==> src/core/csie_pkg.sv <==
// Constants shared by the clock-source interrupt-enable block
package csie_pkg;

    // Register word offsets on the plain register port (byte addresses)
    localparam logic [7:0] OFF_ENABLE_CLEAR = 8'h00; // irq_enable_clear_view
    localparam logic [7:0] OFF_ENABLE_SET = 8'h04; // irq_enable_set_view
    localparam logic [7:0] OFF_FLAG = 8'h08; // irq_flag_register
    localparam logic [7:0] OFF_STATUS = 8'h0c; // clock_power_status_register copy

    // Bit positions of the implemented sources
    localparam int BIT_PLL_LOCK_TIMEOUT = 17;
    localparam int BIT_PLL_LOCK_FALL = 16;
    localparam int BIT_PLL_LOCK_RISE = 15;
    localparam int BIT_BROWNOUT_SYNC_READY = 11;
    localparam int BIT_BROWNOUT_DETECT = 10;
    localparam int BIT_BROWNOUT_READY = 9;
    localparam int BIT_FLL_REF_STOPPED = 8;
    localparam int BIT_FLL_LOCK_COARSE = 7;
    localparam int BIT_FLL_LOCK_FINE = 6;
    localparam int BIT_FLL_OUT_OF_BOUNDS = 5;
    localparam int BIT_FLL_READY = 4;
    localparam int BIT_RC8M_READY = 3;
    localparam int BIT_RC32K_READY = 2;
    localparam int BIT_XTAL32K_READY = 1;
    localparam int BIT_XTAL_READY = 0;

    // Number of status lines entering the block (bits 17:0)
    localparam int NUM_SRC = 18;

    // Mask of implemented bits; 31:18 and 14:12 are reserved
    localparam logic [31:0] IMPL_MASK = 32'h0003_8fff;

    // Reset values
    localparam logic [31:0] RESET_ENABLE = 32'h0000_0000;
    localparam logic [31:0] RESET_FLAG = 32'h0000_0000;
    localparam logic [31:0] READ_IDLE = 32'h0000_0000;

endpackage : csie_pkg

==> src/core/csie_top.sv <==
// Interrupt-enable mask, event flags and request output of the clock controller
//
// Local design decision: the strobed register port.
`timescale 1ns/10ps

////////////////////////////////////////////////////////////////////////////////
// Function
// - Clear view: written ones clear enables
// - Written zeros leave enables unchanged
// - Set view: written ones set enables
// - Both views read one shared mask
// - Enabling needs one write, no read-modify-write
// - Enabled set flag raises interrupt request
// - Reserved bits ignore writes, read zero
// - PLL enables at bits 17, 16, 15
// - Brown-out enables at bits 11, 10, 9
// - FLL enables at bits 8, 7, 6
// - FLL bounds bit 5, ready bit 4
// - Internal oscillator enables at bits 3, 2
// - Crystal oscillator enables at bits 1, 0
// - Write protection blocks enable view writes
// - Flags set on status rise, write-one clears
module csie_top #(
    parameter int ADDR_W = 8, // Register address width
    parameter int DATA_W = 32 // Register data width
) (
    // Clock and reset
    input wire logic core_clk,
    input wire logic rstn,
    // Register port
    input wire logic [ADDR_W-1:0] reg_addr,
    input wire logic [DATA_W-1:0] reg_wdata,
    input wire logic reg_wr,
    input wire logic reg_rd,
    output logic [DATA_W-1:0] reg_rdata,
    // Protection from the peripheral_access_guard
    input wire logic write_protect,
    // Raw status levels from oscillators, loops and brown-out detector
    input wire logic [csie_pkg::NUM_SRC-1:0] src_status,
    // Interrupt request and enable mask
    output logic irq_req,
    output logic [DATA_W-1:0] irq_enable_mask
);

    ////////////////////////////////////////////////////////////////////////////
    // State of the block

    // Every flip-flop of the core apart from the reset synchroniser sits in this one record
    typedef struct packed {
        logic [31:0] enable; // Shared enable mask of both views
        logic [31:0] flag; // Sticky event flags
        logic [csie_pkg::NUM_SRC-1:0] sync1; // First stage, read only by sync2
        logic [csie_pkg::NUM_SRC-1:0] sync2; // Second stage
        logic [csie_pkg::NUM_SRC-1:0] sync3; // Third stage
        logic [csie_pkg::NUM_SRC-1:0] level; // Accepted, filtered status level
        logic [31:0] rdata; // Read data, valid the cycle after the strobe
        logic irq; // Registered request
    } csie_state_t;

    localparam csie_state_t STATE_RESET = '{
        enable: csie_pkg::RESET_ENABLE,
        flag: csie_pkg::RESET_FLAG,
        sync1: '0,
        sync2: '0,
        sync3: '0,
        level: '0,
        rdata: csie_pkg::READ_IDLE,
        irq: 1'b0
    };

    csie_state_t state; // Current state
    csie_state_t next_state; // Next state
    logic rst_meta_n; // Reset synchroniser first stage
    logic rst_sync_n; // Released reset used by the rest of the block

    ////////////////////////////////////////////////////////////////////////////
    // Reset release

    // Assert at once, release two edges later so no flop sees a ragged edge
    always_ff @(posedge core_clk or negedge rstn) begin
        if (!rstn) begin
            rst_meta_n <= 1'b0;
            rst_sync_n <= 1'b0;
        end else begin
            rst_meta_n <= 1'b1;
            rst_sync_n <= rst_meta_n;
        end
    end

    ////////////////////////////////////////////////////////////////////////////
    // Decode

    logic [31:0] wdata_impl; // Write data limited to implemented bits
    logic wr_clear; // Accepted write to the clear view
    logic wr_set; // Accepted write to the set view
    logic wr_flag; // Write to the flag register
    logic [31:0] status_word; // Accepted status levels as a word
    logic [31:0] status_rise; // Zero-to-one changes this cycle

    // Reserved bits are stripped here, so they can never be stored
    // Software should write zeros there anyway, but nothing here relies on it
    assign wdata_impl = reg_wdata[31:0] & csie_pkg::IMPL_MASK;
    // Protection blocks only the enable views, flags stay clearable
    assign wr_clear = reg_wr && !write_protect
        && (reg_addr == csie_pkg::OFF_ENABLE_CLEAR[ADDR_W-1:0]);
    assign wr_set = reg_wr && !write_protect
        && (reg_addr == csie_pkg::OFF_ENABLE_SET[ADDR_W-1:0]);
    assign wr_flag = reg_wr && (reg_addr == csie_pkg::OFF_FLAG[ADDR_W-1:0]);
    // Read-only copy of the filtered levels, handy when a flag looks stale
    assign status_word = {{(32 - csie_pkg::NUM_SRC){1'b0}}, state.level}
        & csie_pkg::IMPL_MASK;

    // A change counts once the second and third stages agree
    always_comb begin
        status_rise = 32'h0000_0000;
        for (int i = 0; i < csie_pkg::NUM_SRC; i++) begin
            status_rise[i] = state.sync2[i] && state.sync3[i] && !state.level[i];
        end
        status_rise = status_rise & csie_pkg::IMPL_MASK;
    end

    ////////////////////////////////////////////////////////////////////////////
    // Next-state logic

    always_comb begin
        logic [31:0] set_bits;
        logic [31:0] clr_bits;
        logic [31:0] ack_bits;
        set_bits = 32'h0000_0000;
        clr_bits = 32'h0000_0000;
        ack_bits = 32'h0000_0000;
        next_state = state;

        // Three-stage synchroniser, the filtered level follows agreement
        next_state.sync1 = src_status;
        next_state.sync2 = state.sync1;
        next_state.sync3 = state.sync2;
        for (int i = 0; i < csie_pkg::NUM_SRC; i++) begin
            if (state.sync2[i] == state.sync3[i]) begin
                next_state.level[i] = state.sync3[i];
            end
        end

        // Ones on the views act, zeros do nothing; no read-modify-write needed
        if (wr_set) begin
            set_bits = wdata_impl;
        end
        if (wr_clear) begin
            clr_bits = wdata_impl;
        end
        // One mask behind both views; clear wins should both ever hit a bit
        next_state.enable = ((state.enable | set_bits) & ~clr_bits)
            & csie_pkg::IMPL_MASK;

        // Write-one clears a flag, but a rise in the same cycle is kept
        if (wr_flag) begin
            ack_bits = wdata_impl;
        end
        next_state.flag = ((state.flag & ~ack_bits) | status_rise)
            & csie_pkg::IMPL_MASK;

        // Request from the next values, so it matches the registers it mirrors
        next_state.irq = |(next_state.flag & next_state.enable);

        // Read data for the cycle after the strobe only; unmapped reads zero
        next_state.rdata = csie_pkg::READ_IDLE;
        if (reg_rd) begin
            case (reg_addr)
                csie_pkg::OFF_ENABLE_CLEAR[ADDR_W-1:0]: begin
                    next_state.rdata = state.enable;
                end
                csie_pkg::OFF_ENABLE_SET[ADDR_W-1:0]: begin
                    next_state.rdata = state.enable;
                end
                csie_pkg::OFF_FLAG[ADDR_W-1:0]: begin
                    next_state.rdata = state.flag;
                end
                csie_pkg::OFF_STATUS[ADDR_W-1:0]: begin
                    next_state.rdata = status_word;
                end
                default: begin
                    next_state.rdata = csie_pkg::READ_IDLE;
                end
            endcase
        end
    end

    ////////////////////////////////////////////////////////////////////////////
    // State register

    // Enables return to zero on reset, leaving every source disabled
    always_ff @(posedge core_clk or negedge rst_sync_n) begin
        if (!rst_sync_n) begin
            state <= STATE_RESET;
        end else begin
            state <= next_state;
        end
    end

    ////////////////////////////////////////////////////////////////////////////
    // Outputs, all straight from flops

    assign reg_rdata = state.rdata[DATA_W-1:0];
    assign irq_req = state.irq;
    assign irq_enable_mask = state.enable[DATA_W-1:0];

    ////////////////////////////////////////////////////////////////////////////
    // Source groups, for the position checks below

    // Built from the single positions, apart from the implemented mask, so a
    // slip in either one shows up as a failing check rather than a quiet match

    // Digital PLL lock events
    localparam logic [31:0] PLL_IE_BITS =
        (32'h0000_0001 << csie_pkg::BIT_PLL_LOCK_TIMEOUT)
        | (32'h0000_0001 << csie_pkg::BIT_PLL_LOCK_FALL)
        | (32'h0000_0001 << csie_pkg::BIT_PLL_LOCK_RISE);

    // Brown-out detector events
    localparam logic [31:0] BROWNOUT_IE_BITS =
        (32'h0000_0001 << csie_pkg::BIT_BROWNOUT_SYNC_READY)
        | (32'h0000_0001 << csie_pkg::BIT_BROWNOUT_DETECT)
        | (32'h0000_0001 << csie_pkg::BIT_BROWNOUT_READY);

    // Frequency-locked loop reference and lock events
    localparam logic [31:0] FLL_LOCK_IE_BITS =
        (32'h0000_0001 << csie_pkg::BIT_FLL_REF_STOPPED)
        | (32'h0000_0001 << csie_pkg::BIT_FLL_LOCK_COARSE)
        | (32'h0000_0001 << csie_pkg::BIT_FLL_LOCK_FINE);

    // Frequency-locked loop bounds and ready events
    localparam logic [31:0] FLL_MISC_IE_BITS =
        (32'h0000_0001 << csie_pkg::BIT_FLL_OUT_OF_BOUNDS)
        | (32'h0000_0001 << csie_pkg::BIT_FLL_READY);

    // Internal oscillator ready events
    localparam logic [31:0] RC_OSC_IE_BITS =
        (32'h0000_0001 << csie_pkg::BIT_RC8M_READY)
        | (32'h0000_0001 << csie_pkg::BIT_RC32K_READY);

    // Crystal oscillator ready events
    localparam logic [31:0] XTAL_IE_BITS =
        (32'h0000_0001 << csie_pkg::BIT_XTAL32K_READY)
        | (32'h0000_0001 << csie_pkg::BIT_XTAL_READY);
endmodule : csie_top

==> config.mk <==
export PLATFORM = sky130hd
export DESIGN_NAME = csie_top
export DESIGN_NICKNAME = d
export VERILOG_FILES = /design/src/core/csie_pkg.sv /design/src/core/csie_top.sv
export SDC_FILE = /design/constraint.sdc
export NUM_CORES = 1
export LEC_CHECK = 0
export ABC_AREA = 1
export BUFFER_PORTS_ARGS = -buffer_cell sky130_fd_sc_hd__buf_4
export CORE_MARGIN = 2
export CORE_UTILIZATION = 40
export DETAILED_ROUTE_END_ITERATION = 10
export PLACE_DENSITY = 0.72
export SYNTH_ARGS = -nofsm -noshare
export SYNTH_HDL_FRONTEND = slang
export SYNTH_SLANG_ARGS = --single-unit
export TNS_END_PERCENT = 50
==> constraint.sdc <==
create_clock -name core_clk -period 7.3 [get_ports core_clk]
set_input_delay 0.73 -clock core_clk [delete_from_list [all_inputs] [get_ports core_clk]]
set_output_delay 0.73 -clock core_clk [all_outputs]
set_load 0.1 [all_outputs]
==> results of run 1 <==
kinds of logic after synthesis:
family | synth area share [%]
AO/OA/AOI/OAI | 4.663
adder cells (fa/ha/maj) | 3.907
buffers and inverters | 16.36
flip-flops | 56.26
multiplexers | 3.048
other | 0.1563
AND/OR/NAND/NOR | 15.60
power groups by stage:
stage | sequential (mW) | clock [mW] | combinational (mW)
3_5_place_dp | 0.662 | 0 | 0.170
2_1_floorplan | 0.659 | 0 | 0.149
6_report | 0.650 | 0.463 | 0.170
3_3_place_gp | 0.660 | 0 | 0.167
4_1_cts | 0.651 | 0.474 | 0.170
5_1_grt | 0.655 | 0.500 | 0.181
worst paths after layout:
check                                          from                      endpoint  cells past startpoint
max                                     reg_addr[7]        reg_rdata[7]$_DFF_PN0_                      6
min                                            rstn          rst_sync_n$_DFF_PN0_                      1
max reg2reg                    rst_sync_n$_DFF_PN0_  irq_enable_mask[3]$_DFF_PN0_                      1
min reg2reg                next_state[85]$_DFF_PN0_      next_state[67]$_DFF_PN0_                      0
max in group asynchronous      rst_sync_n$_DFF_PN0_  irq_enable_mask[3]$_DFF_PN0_                      1
min in group core_clk      next_state[85]$_DFF_PN0_      next_state[67]$_DFF_PN0_                      0
state kept, by name, summed over array words and instances, names as in the netlist:
name / cells
next_state: 30
rst_meta_n: 1
state: 45
reg_rdata: 15
irq_enable_mask: 15
irq_req: 1
rst_sync_n: 1
final cells by class:
type	count	area [um2]	share of cell area, %
tap	147	183.9	3.386
clock buffer	13	270.3	4.975
multi-input combinational	273	1445	26.60
clock inverter	3	20.02	0.3685
sequential	108	2706	49.82
inverter	63	236.5	4.353
timing repair buffer	76	570.5	10.50
cell usage in the layout, fill, tap and decap left out, drive strengths merged:
cell type	n
dfrtp	108
a21oi	18
clkbuf	13
inv	63
nor4	1
a221oi	2
clkinvlp	2
a31oi	13
ha	15
mux2	13
nor2	50
conb	35
clkinv	1
buf	76
nand2	78
nand3	44
o21ai	4
routing by layer:
metal  share of wire, %  global-route usage (%)  vias up  wire length [um]
li1                   -                       -     1516                 -
met1                 41                   18.89     1471              3867
met2                 49                   25.51      121              4554
met3                7.1                   4.570       24               662
met4                2.5                   7.398        0               235
met5                  0                       0        -                 0
through the flow:
step / setup slack, ns / utilization [%] / power [mW]
finish: 4.878 / 45.80 / 1.283
global route: 4.702 / 45.80 / 1.336
global placement: 4.549 / 43.35 / 0.8266
detailed placement: 4.536 / 43.35 / 0.8320
CTS: 4.899 / 45.80 / 1.295
floorplan: 4.069 / - / 0.8078
==> results.json, run 1 <==
{
  "antenna_found_initial": 0,
  "final_area_mm2": 0.005433,
  "seqPwrFrac_pct": 50.7,
  "overflow": 0,
  "syn_area_mm2": 0.004803,
  "switchingPower_mw": 0.3574,
  "root_buffer": "clkbuf_16",
  "crit_type": "in -> reg",
  "yosysSeqAreaShare_pct": 56.26,
  "ir_worst_vdd_mv": 0.1156,
  "fp-row-count": 40,
  "floorplan.initialDensity_pct": 40.50,
  "grt_pass1_vias": 3116,
  "avgViaCountPerCell": 4.586,
  "status": "finished clean",
  "max_stage_delay_ns": 0.68,
  "post-route-period-util_pct": 33.18,
  "synth.most_common_cell": "dfrtp_1",
  "rsz0062_at_grt": "no",
  "worstPathArrival_ns": 2.66,
  "io_buffers": 73,
  "first_pass_iters": 4,
  "clockBufferDepth": 2,
  "cts_tree": "built",
  "cts.sinks": 108,
  "yosysUniqueCellTypes": 25,
  "synth_top_cells_by_count": "108 x dfrtp_1, 76 x nand2_1, 64 x buf_4",
  "timing_hold_violations_final": 0,
  "dp.cells": 667,
  "synth_top_flop_cell": "dfrtp_1",
  "switching_share_pct": 27.86,
  "pin_count": 128,
  "htree_levels": 3,
  "postCtsHoldBufs": 0,
  "post-cts-setup-buffers": 0,
  "core_mm2": 0.01186,
  "clk_latency_ns": 0.35,
  "placed_area_mm2": 0.005142,
  "layout-drive-gt1-share_pct": 22.57,
  "antennaDiodeCount": 0,
  "max_cap_viol_count": 0,
  "p_leak_nw": 2.517,
  "slew_viol_final": 0,
  "skew_ns": 0.006070,
  "synth_cells": 485,
  "r2r_setup_slack_ns": 5.78,
  "detail-route-antenna-nets": 0,
  "fill_cells": 1106,
  "clkTransAtPathRegs_ns": 0.06,
  "p_per_area_mw_per_mm2": 236.1,
  "p_comb_share_pct": 13.2,
  "yosys_register_bits": 108,
  "grt_pass1_wl_um": 15280,
  "nets": 609,
  "synthArstFlopShare_pct": 100.0,
  "grt_max_degree": 56,
  "fin_setup_tns_ns": 0,
  "fin_hold_ws_ns": 0.1496,
  "avgRoutedWirePerCell_um": 13.64,
  "wl_um": 9319,
  "setup.worst_path.end_class": "flip-flop",
  "syn_to_final_growth_pct": 13.10,
  "critPathMaxFanout": 15,
  "synthTopCellsByArea": "dfrtp_1 56%, buf_4 10%, nand2_1 5.9%",
  "yosysWarnings": 0,
  "dr_total_vias": 3132,
  "cpMaxStageDelayCell": "nand3_1",
  "finalNonFillerCells": 683,
  "cts_resized": 0,
  "setup_viol": 0,
  "power_frac_clock_pct": 36.1,
  "hp-class": "in -> async",
  "grt_usage_pct": 15.53,
  "place.gp.congestion": 0.7733,
  "drt-initial-drc-count": 98,
  "path_cells": "buf_4 -> nor2_2 -> nand2_2 -> inv_1 -> nand3_1 -> a31oi_1",
  "synth-edff-count": 0,
  "worst_pin_slew_ns": 0.7155,
  "critPathBufInv": 2,
  "crit_path_start_kind": "input port",
  "crit_required_ns": 7.54,
  "die_h_um": 113.6,
  "syn_avg_cell_area_um2": 9.904,
  "die_area_mm2": 0.01290,
  "fin_crit_ns": 2.422,
  "slew_headroom_pct": 52.17,
  "die_w_um": 113.6,
  "drc_errors": 0,
  "synth_top_area_share_pct": 56.26,
  "dpl.hpwl_um": 6551,
  "crit_family": "simple AND/OR/NAND/NOR gates",
  "p_int_mw": 0.9252,
  "cts_buffers": 9,
  "fmax_ghz": 0.4129,
  "yosys.area.top_type": "dfrtp_1"
}
(Power assumes the default switching activity.)
==> run 2: changes to the inputs <==
Clock period 7.3 ns to 2.4 ns, I/O delays scaled along.
==> run 2 against run 1 <==
  * Clock power grew to 3.4 times the previous value
  * Sequential share of layout area is 2.3 points lower
  * Register-to-register slack worse by 4.7 ns
  * Critical path depth is 7 higher
  * Die area stayed put
  * Clock-buffer cell count is 2 lower
  * Wire length is 2.3% higher
  * First-iteration DRC count is 36% higher
  * Core utilization is 2.2 points higher
  * Sequential cell count stayed put
  * Setup slack worse by 4.0 ns
  * Sequential power grew to 3.0 times the previous value
  * Critical path type unchanged
  * Critical endpoint is now irq_req$_DFF_PN0_
  * Largest cell class unchanged
  * Highest routed layer unchanged
==> results.json, run 2 (synthesis gave the netlist of run 1 again) <==
{
  "status": "finished clean",
  "floorplan.initialDensity_pct": 40.50,
  "fmax_ghz": 0.6539,
  "final_area_mm2": 0.005693,
  "critPathMaxFanout": 11,
  "grt_usage_pct": 15.71,
  "setup.worst_path.end_class": "flip-flop",
  "crit_type": "in -> reg",
  "power.total_mw": 4.113,
  "regMostFlops": "state",
  "drt-initial-drc-count": 133,
  "placed_area_mm2": 0.005205,
  "grt_pass1_wl_um": 15590,
  "dr_total_vias": 3224,
  "clockBufferDepth": 2,
  "max_cap_viol_count": 0,
  "setup_viol": 0,
  "fin_crit_ns": 1.529,
  "ir_worst_vdd_mv": 0.3423,
  "fin_setup_tns_ns": 0,
  "clkTransAtPathRegs_ns": 0.07,
  "multi_input_area_mm2": 0.001445,
  "first_pass_iters": 4,
  "crit_required_ns": 2.64,
  "clk_latency_ns": 0.35,
  "grt_pass1_vias": 3148,
  "overflow": 0,
  "die_w_um": 113.6,
  "cts_tree": "built",
  "slew_viol_final": 0,
  "avgRoutedWirePerCell_um": 13.54,
  "post-route-period-util_pct": 63.72,
  "io_buffers": 73,
  "avgViaCountPerCell": 4.580,
  "final_cell_mix": "107 x dfrtp_1, 79 x buf_4, 76 x nand2_1",
  "syn_to_final_growth_pct": 18.52,
  "skew_ns": 0.01008,
  "p_per_area_mw_per_mm2": 722.5,
  "largest_reg_flops": 45,
  "dpl.hpwl_um": 6669,
  "place.gp.congestion": 0.7812,
  "die_area_mm2": 0.01290,
  "final-seq-area_mm2": 0.002706,
  "timing_hold_violations_final": 0,
  "wl_um": 9534,
  "grt_max_degree": 50,
  "worstPathArrival_ns": 1.77,
  "hp-class": "in -> reg",
  "cts_buffers": 9,
  "p_leak_nw": 2.635,
  "rsz0062_at_grt": "no",
  "antenna_found_initial": 0,
  "crit_path_start_kind": "input port",
  "detail-route-antenna-nets": 0,
  "slew_headroom_pct": 56.50,
  "core_mm2": 0.01186,
  "drc_errors": 0,
  "fp-row-count": 40,
  "htree_levels": 3,
  "layout-drive-gt1-share_pct": 22.62,
  "worst_pin_slew_ns": 0.6507,
  "pin_count": 128,
  "root_buffer": "clkbuf_16",
  "fill_cells": 1097,
  "cts.sinks": 108,
  "nets": 630,
  "antennaDiodeCount": 0,
  "die_h_um": 113.6,
  "post-cts-setup-buffers": 0,
  "layout_commonest_cell": "dfrtp_1"
}
## run 2: cell count changes in the layout (fill, tap and decap cells not counted)
cell,delta
dlygate4sd3_1,+16
buf_4,+3
buf_12,+2
bufinv_16,+2
clkbuf_8,-2
clkinv_4,+2
clkinv_2,-1
clkinvlp_4,-1
## run 2: path summary, 6_finish.rpt
path / start / to / slack [ns] / depth (start not counted)
hold / removal: reg_wdata[9] / irq_enable_mask[9]$_DFF_PN0_ / 0.17 / 4
hold reg to reg: rst_sync_n$_DFF_PN0_ / next_state[68]$_DFF_PN0_ / 0.35 / 0
max in group asynchronous: rst_sync_n$_DFF_PN0_ / state[54]$_DFF_PN0_ / 1.38 / 1
min in group asynchronous: rstn / rst_sync_n$_DFF_PN0_ / 0.21 / 2
setup reg to reg: state[62]$_DFF_PN0_ / irq_req$_DFF_PN0_ / 1.05 / 9
setup / recovery: reg_addr[1] / irq_req$_DFF_PN0_ / 0.87 / 13
## run 2: what timing repair did
item	in CTS	in global routing
endpoints found under the hold margin	17	0
hold buffers	16	0
gates resized for setup	0	0
## run 2: power breakdown
group / internal [mW] / switching (mW)
Clock: 0.947 / 0.646
Sequential: 1.91 / 0.0671
Combinational: 0.141 / 0.404
Total: 3.00 / 1.12
## run 2: cell type report
cell class | instances | share of cell area [%]
multi-input cells | 273 | 25.38
well taps | 147 | 3.231
clock buffers | 11 | 4.264
flip-flops and latches | 108 | 47.54
repair buffers | 97 | 13.93
inverters | 63 | 4.154
clock inverters | 5 | 1.495
## run 2: routing by layer
metal	global-route usage, %	part of all wire (%)	vias to the layer above
met3	4.888	7.8	16
met5	0	0	-
met1	19.48	43	1532
met2	25.51	47	116
li1	-	-	1560
met4	6.748	2.2	0
## run 2: through the flow
stage / utilization, % / hold WS [ns] / setup slack [ns] / cells
6_report: 48.00 / 0.1653 / 0.8708 / 704
5_1_grt: 48.00 / 0.1714 / 0.6849 / 704
4_1_cts: 48.00 / 0.1513 / 0.8908 / 704
3_5_place_dp: 43.88 / 0.02600 / 0.5347 / 672
3_3_place_gp: 43.88 / 0.02238 / 0.5587 / 672
2_1_floorplan: - / -0.05559 / 0.5914 / 518
## run 2: worst max-delay path: stages
cell     delay [ns]
buf_4          0.12
nor2_2         0.17
nand3_1        0.13
nor2_2         0.17
nand2_2        0.12
inv_2          0.21
nand2_1        0.08
nand2_1        0.08
nor2_1         0.05
nor2_1         0.17
nand2_1        0.07
nor2_1         0.09
nand2_1        0.06
